<file path="src/verilog/tcmr_consts.vh">
// Constants for the memory region, process id, self-test and test state registers
`ifndef TCMR_CONSTS_VH
`define TCMR_CONSTS_VH
`define TCMR_CRN_REGION    4'h9
`define TCMR_CRN_PROCID    4'hd
`define TCMR_CRN_TEST      4'hf
`define TCMR_CRM_REGION    4'h1
`define TCMR_CRM_PROCID    4'h1
`define TCMR_CRM_TEST      4'h0
`define TCMR_OP2_DATA      3'h0
`define TCMR_OP2_INSTR     3'h1
`define TCMR_OP2_PROCID    3'h1
`define TCMR_OP2_TSTATE    3'h0
`define TCMR_OP2_STCTRL    3'h1
`define TCMR_OP2_I_ADDR    3'h2
`define TCMR_OP2_I_GEN     3'h3
`define TCMR_OP2_D_ADDR    3'h6
`define TCMR_OP2_D_GEN     3'h7
`define TCMR_OP1_TAG       3'h0
`define TCMR_OP1_MEM       3'h1
`define TCMR_OP1_CMEM      3'h2
`define TCMR_BASE_HI       31
`define TCMR_BASE_LO       12
`define TCMR_SIZE_HI       5
`define TCMR_SIZE_LO       1
`define TCMR_SIZE_MIN      5'h03
`define TCMR_SIZE_MAX      5'h17
`define TCMR_SIZE_SHIFT    5'h09
`define TCMR_BASE_RESET    20'h00000
`define TCMR_TS_DC_STREAM  12
`define TCMR_TS_IC_STREAM  11
`define TCMR_TS_DC_FILL    10
`define TCMR_TS_IC_FILL    9
`define TCMR_TS_RESET      4'h0
`define TCMR_PROCID_RESET  32'h00000000
`endif

</file>
<file path="src/verilog/tcmr_regs.v">
// Memory region, process id, self-test decode and test state register bank
`timescale 1ns/10ps
`include "tcmr_consts.vh"
module tcmr_regs #(
	parameter [4:0] DTCM_PHYS_SIZE = 5'h07,
	parameter [4:0] ITCM_PHYS_SIZE = 5'h07
) (
	input  wire        clock,
	input  wire        rst_n,
	input  wire        clk_en,
	input  wire        cp_valid,
	input  wire        cp_write,
	input  wire [2:0]  cp_opc1,
	input  wire [3:0]  cp_crn,
	input  wire [3:0]  cp_crm,
	input  wire [2:0]  cp_opc2,
	input  wire [31:0] cp_wdata,
	input  wire [31:0] acc_addr,
	input  wire        acc_data,
	input  wire        acc_write,
	input  wire        itcm_load_mode,
	input  wire        dtcm_enable,
	output reg  [31:0] cp_rdata,
	output reg         cp_hit,
	output reg  [31:0] trace_process_id_out,
	output reg  [31:0] dtcm_region_out,
	output reg  [31:0] itcm_region_out,
	output reg         acc_sel_itcm,
	output reg         acc_sel_dtcm,
	output reg  [31:0] acc_tcm_offset,
	output reg         dc_no_linefill,
	output reg         ic_no_linefill,
	output reg         dc_no_stream,
	output reg         ic_no_stream
);

	// Self-test control, address and general registers: 3 engines x 5 slots
	localparam NST = 15;

	reg [19:0] dbase_q;
	reg [4:0]  dsize_q;
	reg [4:0]  isize_q;
	reg [31:0] procid_q;
	reg [3:0]  tstate_q;
	reg [31:0] st_q [0:NST-1];

	// Slot index within one self-test engine, or 7 if opcode_2 is not a self-test slot
	function [2:0] st_slot;
		input [2:0] op2;
		begin
			case (op2)
				`TCMR_OP2_STCTRL: st_slot = 3'h0;
				`TCMR_OP2_I_ADDR: st_slot = 3'h1;
				`TCMR_OP2_I_GEN:  st_slot = 3'h2;
				`TCMR_OP2_D_ADDR: st_slot = 3'h3;
				`TCMR_OP2_D_GEN:  st_slot = 3'h4;
				default:          st_slot = 3'h7;
			endcase
		end
	endfunction

	// Mask of address bits that fall inside the visible region for a size code
	function [31:0] size_mask;
		input [4:0] code;
		reg   [4:0] sh;
		begin
			sh = 5'h00;
			if (code < `TCMR_SIZE_MIN) begin
				sh = 5'h00;
			end else if (code > `TCMR_SIZE_MAX) begin
				sh = 5'h17;
			end else begin
				sh = code + `TCMR_SIZE_SHIFT;
			end
			if (code >= `TCMR_SIZE_MAX)
				size_mask = 32'hffffffff;
			else
				size_mask = (32'h00000001 << sh) - 32'h00000001;
		end
	endfunction

	// Clamp an unsupported size code into the 4KB..4GB range
	function [4:0] clamp_size;
		input [4:0] code;
		begin
			if (code < `TCMR_SIZE_MIN)
				clamp_size = `TCMR_SIZE_MIN;
			else if (code > `TCMR_SIZE_MAX)
				clamp_size = `TCMR_SIZE_MAX;
			else
				clamp_size = code;
		end
	endfunction

	wire       sel_dreg   = cp_valid && cp_crn == `TCMR_CRN_REGION && cp_opc1 == 3'h0
		&& cp_crm == `TCMR_CRM_REGION && cp_opc2 == `TCMR_OP2_DATA;
	wire       sel_ireg   = cp_valid && cp_crn == `TCMR_CRN_REGION && cp_opc1 == 3'h0
		&& cp_crm == `TCMR_CRM_REGION && cp_opc2 == `TCMR_OP2_INSTR;
	wire       sel_pid    = cp_valid && cp_crn == `TCMR_CRN_PROCID && cp_opc1 == 3'h0
		&& cp_crm == `TCMR_CRM_PROCID && cp_opc2 == `TCMR_OP2_PROCID;
	wire       sel_ts     = cp_valid && cp_crn == `TCMR_CRN_TEST && cp_opc1 == 3'h0
		&& cp_crm == `TCMR_CRM_TEST && cp_opc2 == `TCMR_OP2_TSTATE;
	wire [2:0] slot       = st_slot(cp_opc2);
	wire       sel_st     = cp_valid && cp_crn == `TCMR_CRN_TEST && cp_crm == `TCMR_CRM_TEST
		&& slot != 3'h7 && cp_opc1 <= `TCMR_OP1_CMEM;
	wire [3:0] st_idx     = cp_opc1[1:0] * 4'h5 + {1'b0, slot};

	// Full register images; unused bits are wired to zero
	wire [31:0] dreg_img  = {dbase_q, 6'h00, dsize_q, 1'b0};
	wire [31:0] ireg_img  = {`TCMR_BASE_RESET, 6'h00, isize_q, 1'b0};
	wire [31:0] ts_img    = {19'h00000, tstate_q, 9'h000};

	reg  [31:0] rdata_d;
	always @* begin
		rdata_d = 32'h00000000;
		if (sel_dreg) begin
			rdata_d = dreg_img;
		end else if (sel_ireg) begin
			rdata_d = ireg_img;
		end else if (sel_pid) begin
			rdata_d = procid_q;
		end else if (sel_ts) begin
			rdata_d = ts_img;
		end else if (sel_st) begin
			rdata_d = st_q[st_idx];
		end
	end

	// Region matching; instruction region always based at zero
	wire [31:0] dmask    = size_mask(dsize_q);
	wire [31:0] imask    = size_mask(isize_q);
	wire        in_dreg  = dtcm_enable && ((acc_addr & ~dmask) == ({dbase_q, 12'h000} & ~dmask));
	wire        in_ireg  = (acc_addr & ~imask) == 32'h00000000;

	reg         sel_i_d;
	reg         sel_d_d;
	always @* begin
		sel_i_d = 1'b0;
		sel_d_d = 1'b0;
		if (acc_data && in_ireg && in_dreg && itcm_load_mode) begin
			sel_i_d = acc_write;
			sel_d_d = !acc_write;
		end else if (in_ireg) begin
			sel_i_d = 1'b1;
		end else if (acc_data && in_dreg) begin
			sel_d_d = 1'b1;
		end
	end

	// Physical offset; aliasing arises from the memory's own address wrap
	wire [31:0] offs_d = acc_addr & (sel_i_d ? imask : dmask);

	always @(posedge clock) begin
		if (!rst_n) begin
			dbase_q              <= `TCMR_BASE_RESET;
			dsize_q              <= DTCM_PHYS_SIZE;
			isize_q              <= ITCM_PHYS_SIZE;
			procid_q             <= `TCMR_PROCID_RESET;
			tstate_q             <= `TCMR_TS_RESET;
			cp_rdata             <= 32'h00000000;
			cp_hit               <= 1'b0;
			trace_process_id_out <= `TCMR_PROCID_RESET;
			dtcm_region_out      <= 32'h00000000;
			itcm_region_out      <= 32'h00000000;
			acc_sel_itcm         <= 1'b0;
			acc_sel_dtcm         <= 1'b0;
			acc_tcm_offset       <= 32'h00000000;
			dc_no_linefill       <= 1'b0;
			ic_no_linefill       <= 1'b0;
			dc_no_stream         <= 1'b0;
			ic_no_stream         <= 1'b0;
		end else if (clk_en) begin
			if (cp_write && sel_dreg) begin
				dbase_q <= cp_wdata[`TCMR_BASE_HI:`TCMR_BASE_LO];
				dsize_q <= clamp_size(cp_wdata[`TCMR_SIZE_HI:`TCMR_SIZE_LO]);
			end
			if (cp_write && sel_ireg)
				isize_q <= clamp_size(cp_wdata[`TCMR_SIZE_HI:`TCMR_SIZE_LO]);
			if (cp_write && sel_pid)
				procid_q <= cp_wdata;
			if (cp_write && sel_ts)
				tstate_q <= cp_wdata[`TCMR_TS_DC_STREAM:`TCMR_TS_IC_FILL];
			cp_rdata             <= cp_write ? 32'h00000000 : rdata_d;
			cp_hit               <= sel_dreg | sel_ireg | sel_pid | sel_ts | sel_st;
			trace_process_id_out <= procid_q;
			dtcm_region_out      <= dreg_img;
			itcm_region_out      <= ireg_img;
			acc_sel_itcm         <= sel_i_d;
			acc_sel_dtcm         <= sel_d_d;
			acc_tcm_offset       <= offs_d;
			// Cache controller uses these to skip allocation and hold the word back
			dc_no_stream         <= tstate_q[3];
			ic_no_stream         <= tstate_q[2];
			dc_no_linefill       <= tstate_q[1];
			ic_no_linefill       <= tstate_q[0];
		end
	end

	// Self-test register storage; no reset, contents only matter to test engines
	genvar gi;
	generate
		for (gi = 0; gi < NST; gi = gi + 1) begin : g_st
			always @(posedge clock) begin
				if (clk_en && cp_write && sel_st && st_idx == gi)
					st_q[gi] <= cp_wdata;
			end
		end
	endgenerate

endmodule // tcmr_regs

</file>
<file path="config.mk">
export PLATFORM = sky130hd
export DESIGN_NAME = tcmr_regs
export DESIGN_NICKNAME = d
export VERILOG_FILES = /design/src/verilog/tcmr_regs.v
export VERILOG_INCLUDE_DIRS = /design/src /design/src/verilog
export SDC_FILE = /design/constraint.sdc
export NUM_CORES = 1
export LEC_CHECK = 0
export ABC_AREA = 1
export BUFFER_PORTS_ARGS = -buffer_cell sky130_fd_sc_hd__buf_2
export CORE_ASPECT_RATIO = 0.8
export CORE_MARGIN = 1
export CORE_UTILIZATION = 54
export CTS_CLUSTER_DIAMETER = 100
export CTS_CLUSTER_SIZE = 14
export DETAILED_ROUTE_END_ITERATION = 12
export GPL_TIMING_DRIVEN = 1
export PLACE_DENSITY_LB_ADDON = 0.25
export RECOVER_POWER = 25
export SYNTH_ARGS = -nofsm -noshare
export SYNTH_HDL_FRONTEND = slang
export SYNTH_SLANG_ARGS = --single-unit
export TNS_END_PERCENT = 100
</file>
<file path="constraint.sdc">
create_clock -name clock -period 3.8 [get_ports clock]
set_input_delay 0.19 -clock clock [delete_from_list [all_inputs] [get_ports clock]]
set_output_delay 0.19 -clock clock [all_outputs]
set_load 0.02 [all_outputs]
</file>
==> impl_metrics.tcl, run 1 <==
set metrics [dict create \
    place_hpwl_um 61000 \
    setup_ws_ns 0.263 \
    synthMuxAreaShare_pct 0 \
    ys_seq_area_share_pct 65.1 \
    clock_path_buffers 3 \
    final_cells 3647 \
    ant_nets 0 \
    synth_warnings 0 \
    firstDrtPassIters 8 \
    synth_seq_cells 679 \
    overflow 0 \
    drv_slew 0 \
    initial_core_util_pct 55.0 \
    cp_num_cells 26 \
    place.port_buffers 219 \
    place_congestion 0.968 \
    worstPathMaxFanout 20 \
    cts_root_buf "clkbuf_16" \
    die_y_um 207 \
    peakVddDrop_mv 0.413 \
    period_share_pct 93.1 \
    drtIter0Drc 2646 \
    synthAdderAreaFrac_pct 0.425 \
    yosys_most_used_dff "edfxtp_1" \
    fin_hold_ws_ns 0.0237 \
    timing.critical_path.buf_inv 3 \
    grt_pass1_wl_um 129000 \
    cts_tree "yes" \
    start_kind "flip-flop" \
    cap_violations 0 \
    slowest_stage "dfxtp_1" \
    pre_cts_ws_ns -0.0667 \
    avgSynthCellArea_sq_um 10.8 \
    r2r_cells 26 \
    synth_cell_type_count 56 \
    h-tree-depth 2 \
    syn_area_sq_um 28300 \
    place_inst 3491 \
    fin_nets 3018 \
    fin_worst_skew_ns 0.0615 \
    fmax_mhz 283 \
    route.detailed.wl_per_inst_um 24.3 \
    synth_xor_area_share_pct 0.712 \
    leakagePower_uw 0.0125 \
    clkSinkCount 679 \
    crit_path_end_kind "flip-flop" \
    first_global_vias 20375 \
    synthSimpleGateAreaFrac_pct 12.7 \
    clk_pin_slew_worst_paths_ns 0.07 \
    std_cell_rows 74 \
    syn_inst 2628 \
    cts_made_buffers 54 \
    synth_edf_count 480 \
    relSlewSlack_pct 27.9 \
    met1_length_um 38100 \
    routed-wl-met2_um 39400 \
    setup_violations 0 \
    synth_area_leader_cell "edfxtp_1" \
    wl_um 88600 \
    reg2reg_slack_ns 0.26 \
    synth_top_family_by_area "compound AO/OA/AOI/OAI gates" \
    drive_gt1_share_pct 16.6 \
    area_growth_syn_to_layout_pct 16.7 \
    die_w_um 258 \
    highest_layer "met5" \
    crit_required_ns 4.29 \
    grt_usage_pct 32.6 \
    yosysTopAreaCellShare_pct 51.0 \
    powerDensity_nw_per_um2 462 \
    hp-class "in2reg" \
    cpLargestDelayFamily "simple AND/OR/NAND/NOR gates" \
    fp.dieArea_sq_um 53300 \
    worst_pin_slew_ns 1.08 \
    final_core_util_pct 64.2 \
    antenna_found_initial 4 \
    wl_met3_um 8680 \
    fill_cells 4087 \
    status "finished, final reports clean" \
    drc_errors 0 \
    synth.area.top_cells "edfxtp_1, dfxtp_1, o22ai_1, nand2_1, o21ai_0" \
    ios 254 \
    synth_compound_area_share_pct 15.4 \
    critPathKind "reg2reg" \
    arrival_ns 4.03 \
    grt_max_degree 119 \
    cpPeakStageDelay_ns 0.34 \
    vias_per_cell 6.07 \
    vias 22154 \
    holdPathStages 5 \
    clk_latency_ns 0.64 \
    period_needed_ns 3.54 \
    async_flop_share_pct 0 \
    core_sq_um 51400 \
    finalHoldViolCount 0 \
]
==> where the power goes <==
group	switching, uW	internal [uW]	leakage, uW
registers	29.5	7950	0.00593
clock network	2570	2680	0.000742
logic	1390	611	0.00585
==> worst reg2reg max path, cell delays in order, from the launching register on <==
cell	delay, ns
dfxtp_1	0.34
buf_4	0.18
nand3_1	0.12
nand2_2	0.13
nand3_4	0.16
nand2_1	0.16
nand2_2	0.07
nand2_2	0.09
nor2_1	0.06
nand3_1	0.12
ha_1	0.25
inv_1	0.05
nor2_1	0.05
nand2_1	0.09
nand3_1	0.09
a31o_2	0.23
nor3_1	0.18
nand3_1	0.11
nor2_1	0.09
nand2_1	0.10
nor2_2	0.15
nand3_1	0.10
nand2_2	0.11
buf_12	0.18
nand2_1	0.11
nand2_1	0.07
a21oi_1	0.05
==> final cells by class <==
cell class                 count  area, sq um  share of cell area, %
antenna                        2         5.00                 0.0152
clock buffer                  91         1490                   4.52
multi-input combinational   1601         8600                   26.1
sequential                   679        18400                   55.8
timing repair buffer         382         2810                   8.51
tap                          684          856                   2.59
inverter                     204          771                   2.34
clock inverter                 4         75.1                  0.227
==> cell usage after synthesis (all sizes together) (17+ instances only) <==
cell / n
edfxtp: 480
nand2: 378
o21ai: 234
nor2: 210
o22ai: 208
inv: 200
dfxtp: 199
a21oi: 196
clkbuf: 119
nand3: 100
nand4: 66
buf: 59
o221ai: 22
a22oi: 20
o211ai: 17
==> state kept, by name (all words and copies together) (netlist names), 20 cells and up <==
| name | cells |
|---|---|
| st_q | 480 |
| acc_tcm_offset | 32 |
| cp_rdata | 32 |
| procid_q | 32 |
| trace_process_id_out | 32 |
| dtcm_region_out | 25 |
| dbase_q | 20 |
==> cell families (layout without fill, tap and decap cells) <==
group,count (synthesis),in the layout
xor gates and xnor gates,23,23
other,2,38
AOI/OAI and AO/OA,747,747
and+or+nand+nor,786,786
DFF,679,679
adders and majority gates,9,9
buffers and inverters,382,681
==> path summary, 6_finish.rpt <==
check | start | end
setup / recovery | dsize_q[0] | acc_tcm_offset[0]
hold / removal | acc_addr[17] | acc_tcm_offset[17]
setup reg to reg | dsize_q[0] | acc_tcm_offset[0]
hold reg to reg | acc_tcm_offset[26] | acc_tcm_offset[26]
==> through the flow <==
stage / setup TNS (ns) / power [uW] / area (sq um)
3_3_place_gp: 0 / 10000 / 30800
6_report: 0 / 15200 / 33000
4_1_cts: 0 / 15300 / 33000
3_5_place_dp: -0.0667 / 10100 / 30800
5_1_grt: -0.00167 / 15600 / 33000
2_1_floorplan: -43.69 / 9140 / 28400
==> cell usage in the layout (no fill, tap or decap), types with 13 or more instances in the layout <==
master	instances
nand3_1	88
nand4_1	65
a22oi_1	20
dlygate4sd3_1	58
dfxtp_1	197
o221ai_1	22
nor2_2	28
o22ai_1	208
xor2_1	13
o211ai_1	17
nand2_2	31
o21ai_0	233
nand2_1	343
clkbuf_1	60
buf_12	29
nor2_4	24
buf_4	77
buf_2	194
a21oi_1	191
nor2_1	158
inv_1	186
edfxtp_1	480
conb_1	36
clkbuf_16	54
==> layer usage <==
| layer | global-route usage [%] | vias to the layer above |
|---|---|---|
| li1 | - | 10028 |
| met1 | 47.6 | 10812 |
| met2 | 49.3 | 1156 |
| met3 | 7.02 | 152 |
| met4 | 9.30 | 6 |
| met5 | 0 | - |
==> repair_timing <==
item,CTS,global route
hold buffers,58,0
buffers inserted,0,1
endpoints found under the setup margin,0,34
hold endpoints to repair,440,0
gates resized for setup,0,17
(Power assumes the default switching activity.)
==> run 2: changes to the inputs <==
--- a/config.mk
+++ b/config.mk
@@ -16,7 +16,6 @@
 export DETAILED_ROUTE_END_ITERATION = 12
 export GPL_TIMING_DRIVEN = 1
 export PLACE_DENSITY_LB_ADDON = 0.25
-export RECOVER_POWER = 25
 export SYNTH_ARGS = -nofsm -noshare
 export SYNTH_HDL_FRONTEND = slang
 export SYNTH_SLANG_ARGS = --single-unit
==> impl_metrics.tcl, run 2 (synthesis results as in run 1) <==
set metrics [dict create \
    status "finished, final reports clean" \
    drtIter0Drc 2623 \
    ios 254 \
    vias 22186 \
    initial_core_util_pct 55.0 \
    final_common_cell "edfxtp_1" \
    route.detailed.wl_per_inst_um 24.3 \
    clkSinkCount 679 \
    p_seq_share_pct 52.4 \
    die_w_um 258 \
    peakVddDrop_mv 0.415 \
    intPower_uw 11200 \
    vias_per_cell 6.08 \
    relSlewSlack_pct 28.1 \
    final.setup.tns_ns 0 \
    cts_made_buffers 54 \
    firstDrtPassIters 7 \
    period_share_pct 93.3 \
    place_congestion 0.968 \
    setup_violations 0 \
    clock_path_buffers 3 \
    clk_latency_ns 0.64 \
    reg2reg_slack_ns 0.25 \
    antenna_found_initial 4 \
    grt_usage_pct 32.6 \
    leakagePower_uw 0.0126 \
    largest_register_ff_count 480 \
    grt_pass1_wl_um 129000 \
    core_sq_um 51400 \
    fin_nets 3018 \
    crit_path_end_kind "flip-flop" \
    crit_required_ns 4.25 \
    postLayoutCellArea_sq_um 33000 \
    period_needed_ns 3.55 \
    power_frac_comb_pct 13.2 \
    place.port_buffers 219 \
    cts_tree "yes" \
    layout_common_cells "edfxtp_1, nand2_1, o21ai_0" \
    finalHoldViolCount 0 \
    fp.dieArea_sq_um 53300 \
    arrival_ns 4.00 \
    fmax_mhz 282 \
    hp-class "in2reg" \
    total_power_uw 15200 \
    clk_pin_slew_worst_paths_ns 0.07 \
    overflow 0 \
    reg2reg_from "dsize_q[1]" \
    clock_power_share_pct 34.5 \
    first_global_vias 20375 \
    fin_worst_skew_ns 0.0599 \
    start_kind "flip-flop" \
    worst_pin_slew_ns 1.08 \
    grt_max_degree 119 \
    ant_nets 0 \
    drive_gt1_share_pct 17.4 \
    area_growth_syn_to_layout_pct 16.8 \
    worstPathMaxFanout 13 \
    std_cell_rows 74 \
    regMostFlops "st_q" \
    cts_root_buf "clkbuf_16" \
    die_y_um 207 \
    cp-startpoint "dsize_q[1]" \
    netSwitchingFraction_pct 26.2 \
    wl_um 88600 \
    drv_slew 0 \
    h-tree-depth 2 \
    critPathKind "reg2reg" \
    powerDensity_nw_per_um2 461 \
    place_hpwl_um 61000 \
    drc_errors 0 \
    place_area_sq_um 30800 \
    p_switching_uw 3990 \
    holdCritStartpoint "cp_wdata[2]" \
    cap_violations 0 \
]
run 2: changes by cell type in the layout (fill, tap and decap cells not counted):
| cell | change |
|---|---|
| clkbuf_1 | -23 |
| buf_2 | +23 |
run 2: layout make-up:
type | count | area [sq um]
inverters | 204 | 771
diodes | 2 | 5.00
repair buffers | 382 | 2840
multi-input cells | 1601 | 8600
clock buffers | 91 | 1490
clock inverters | 4 | 75.1
well taps | 684 | 856
fillers | 4071 | 18400
flip-flops and latches | 679 | 18400
run 2: timing repair:
item	4_1_cts	5_1_grt
setup buffers	0	1
endpoints found under the setup margin	0	34
hold endpoints to repair	440	0
hold buffers	58	0
gates resized for setup	0	17
run 2: final timing paths:
| check | cells after the start | endpoint |
|---|---|---|
| setup reg to reg | 21 | acc_tcm_offset[27] |
| hold reg to reg | 2 | acc_tcm_offset[26] |
| setup / recovery | 21 | acc_tcm_offset[27] |
| hold / removal | 1 | st_q[8][2] |
run 2: critical path, stage by stage (launching register included):
cell and delay, ns:
dfxtp_1 0.34, ha_2 0.23, nand3_1 0.14, nand3_4 0.15, buf_4 0.15, nand3_4 0.12, buf_4 0.21, nand3_1 0.22
nand2_1 0.15, nor3_1 0.35, nand4_1 0.21, nand2_1 0.15, nor2_1 0.06, nor2_1 0.11, nand2_1 0.06, nor2_1 0.14
nand3_1 0.11, nand2_2 0.11, buf_6 0.18, nand2_1 0.08, nand2_1 0.06, a21oi_1 0.05
run 2: stage by stage:
stage	util, %	setup WS (ns)	hold slack [ns]	cells
after global routing	64.3	-0.00167	0.00813	3645
final	64.3	0.253	0.0268	3647
after floorplan	-	-0.289	0.289	2662
after CTS	64.1	0.169	0.000777	3644
after global placement	60.0	0.0398	0.452	3491
after detailed placement	60.0	-0.0667	0.456	3491
run 2: power by group through the flow:
| stage | clock network [uW] | logic, uW | registers (uW) |
|---|---|---|---|
| global placement | 0 | 1900 | 8140 |
| detailed placement | 0 | 1920 | 8140 |
| floorplan | 0 | 944 | 8190 |
| finish | 5250 | 2000 | 7980 |
| CTS | 5300 | 1970 | 7980 |
| global route | 5550 | 2110 | 7980 |
run 2: routing by layer:
metal  global-route usage, %  part of all wire, %  vias to the layer above
li1                        -                    -                    10023
met1                    47.6                   43                    10866
met2                    49.3                   45                     1134
met3                    7.02                  9.7                      157
met4                    9.30                  2.7                        6
met5                       0                 0.10                        -
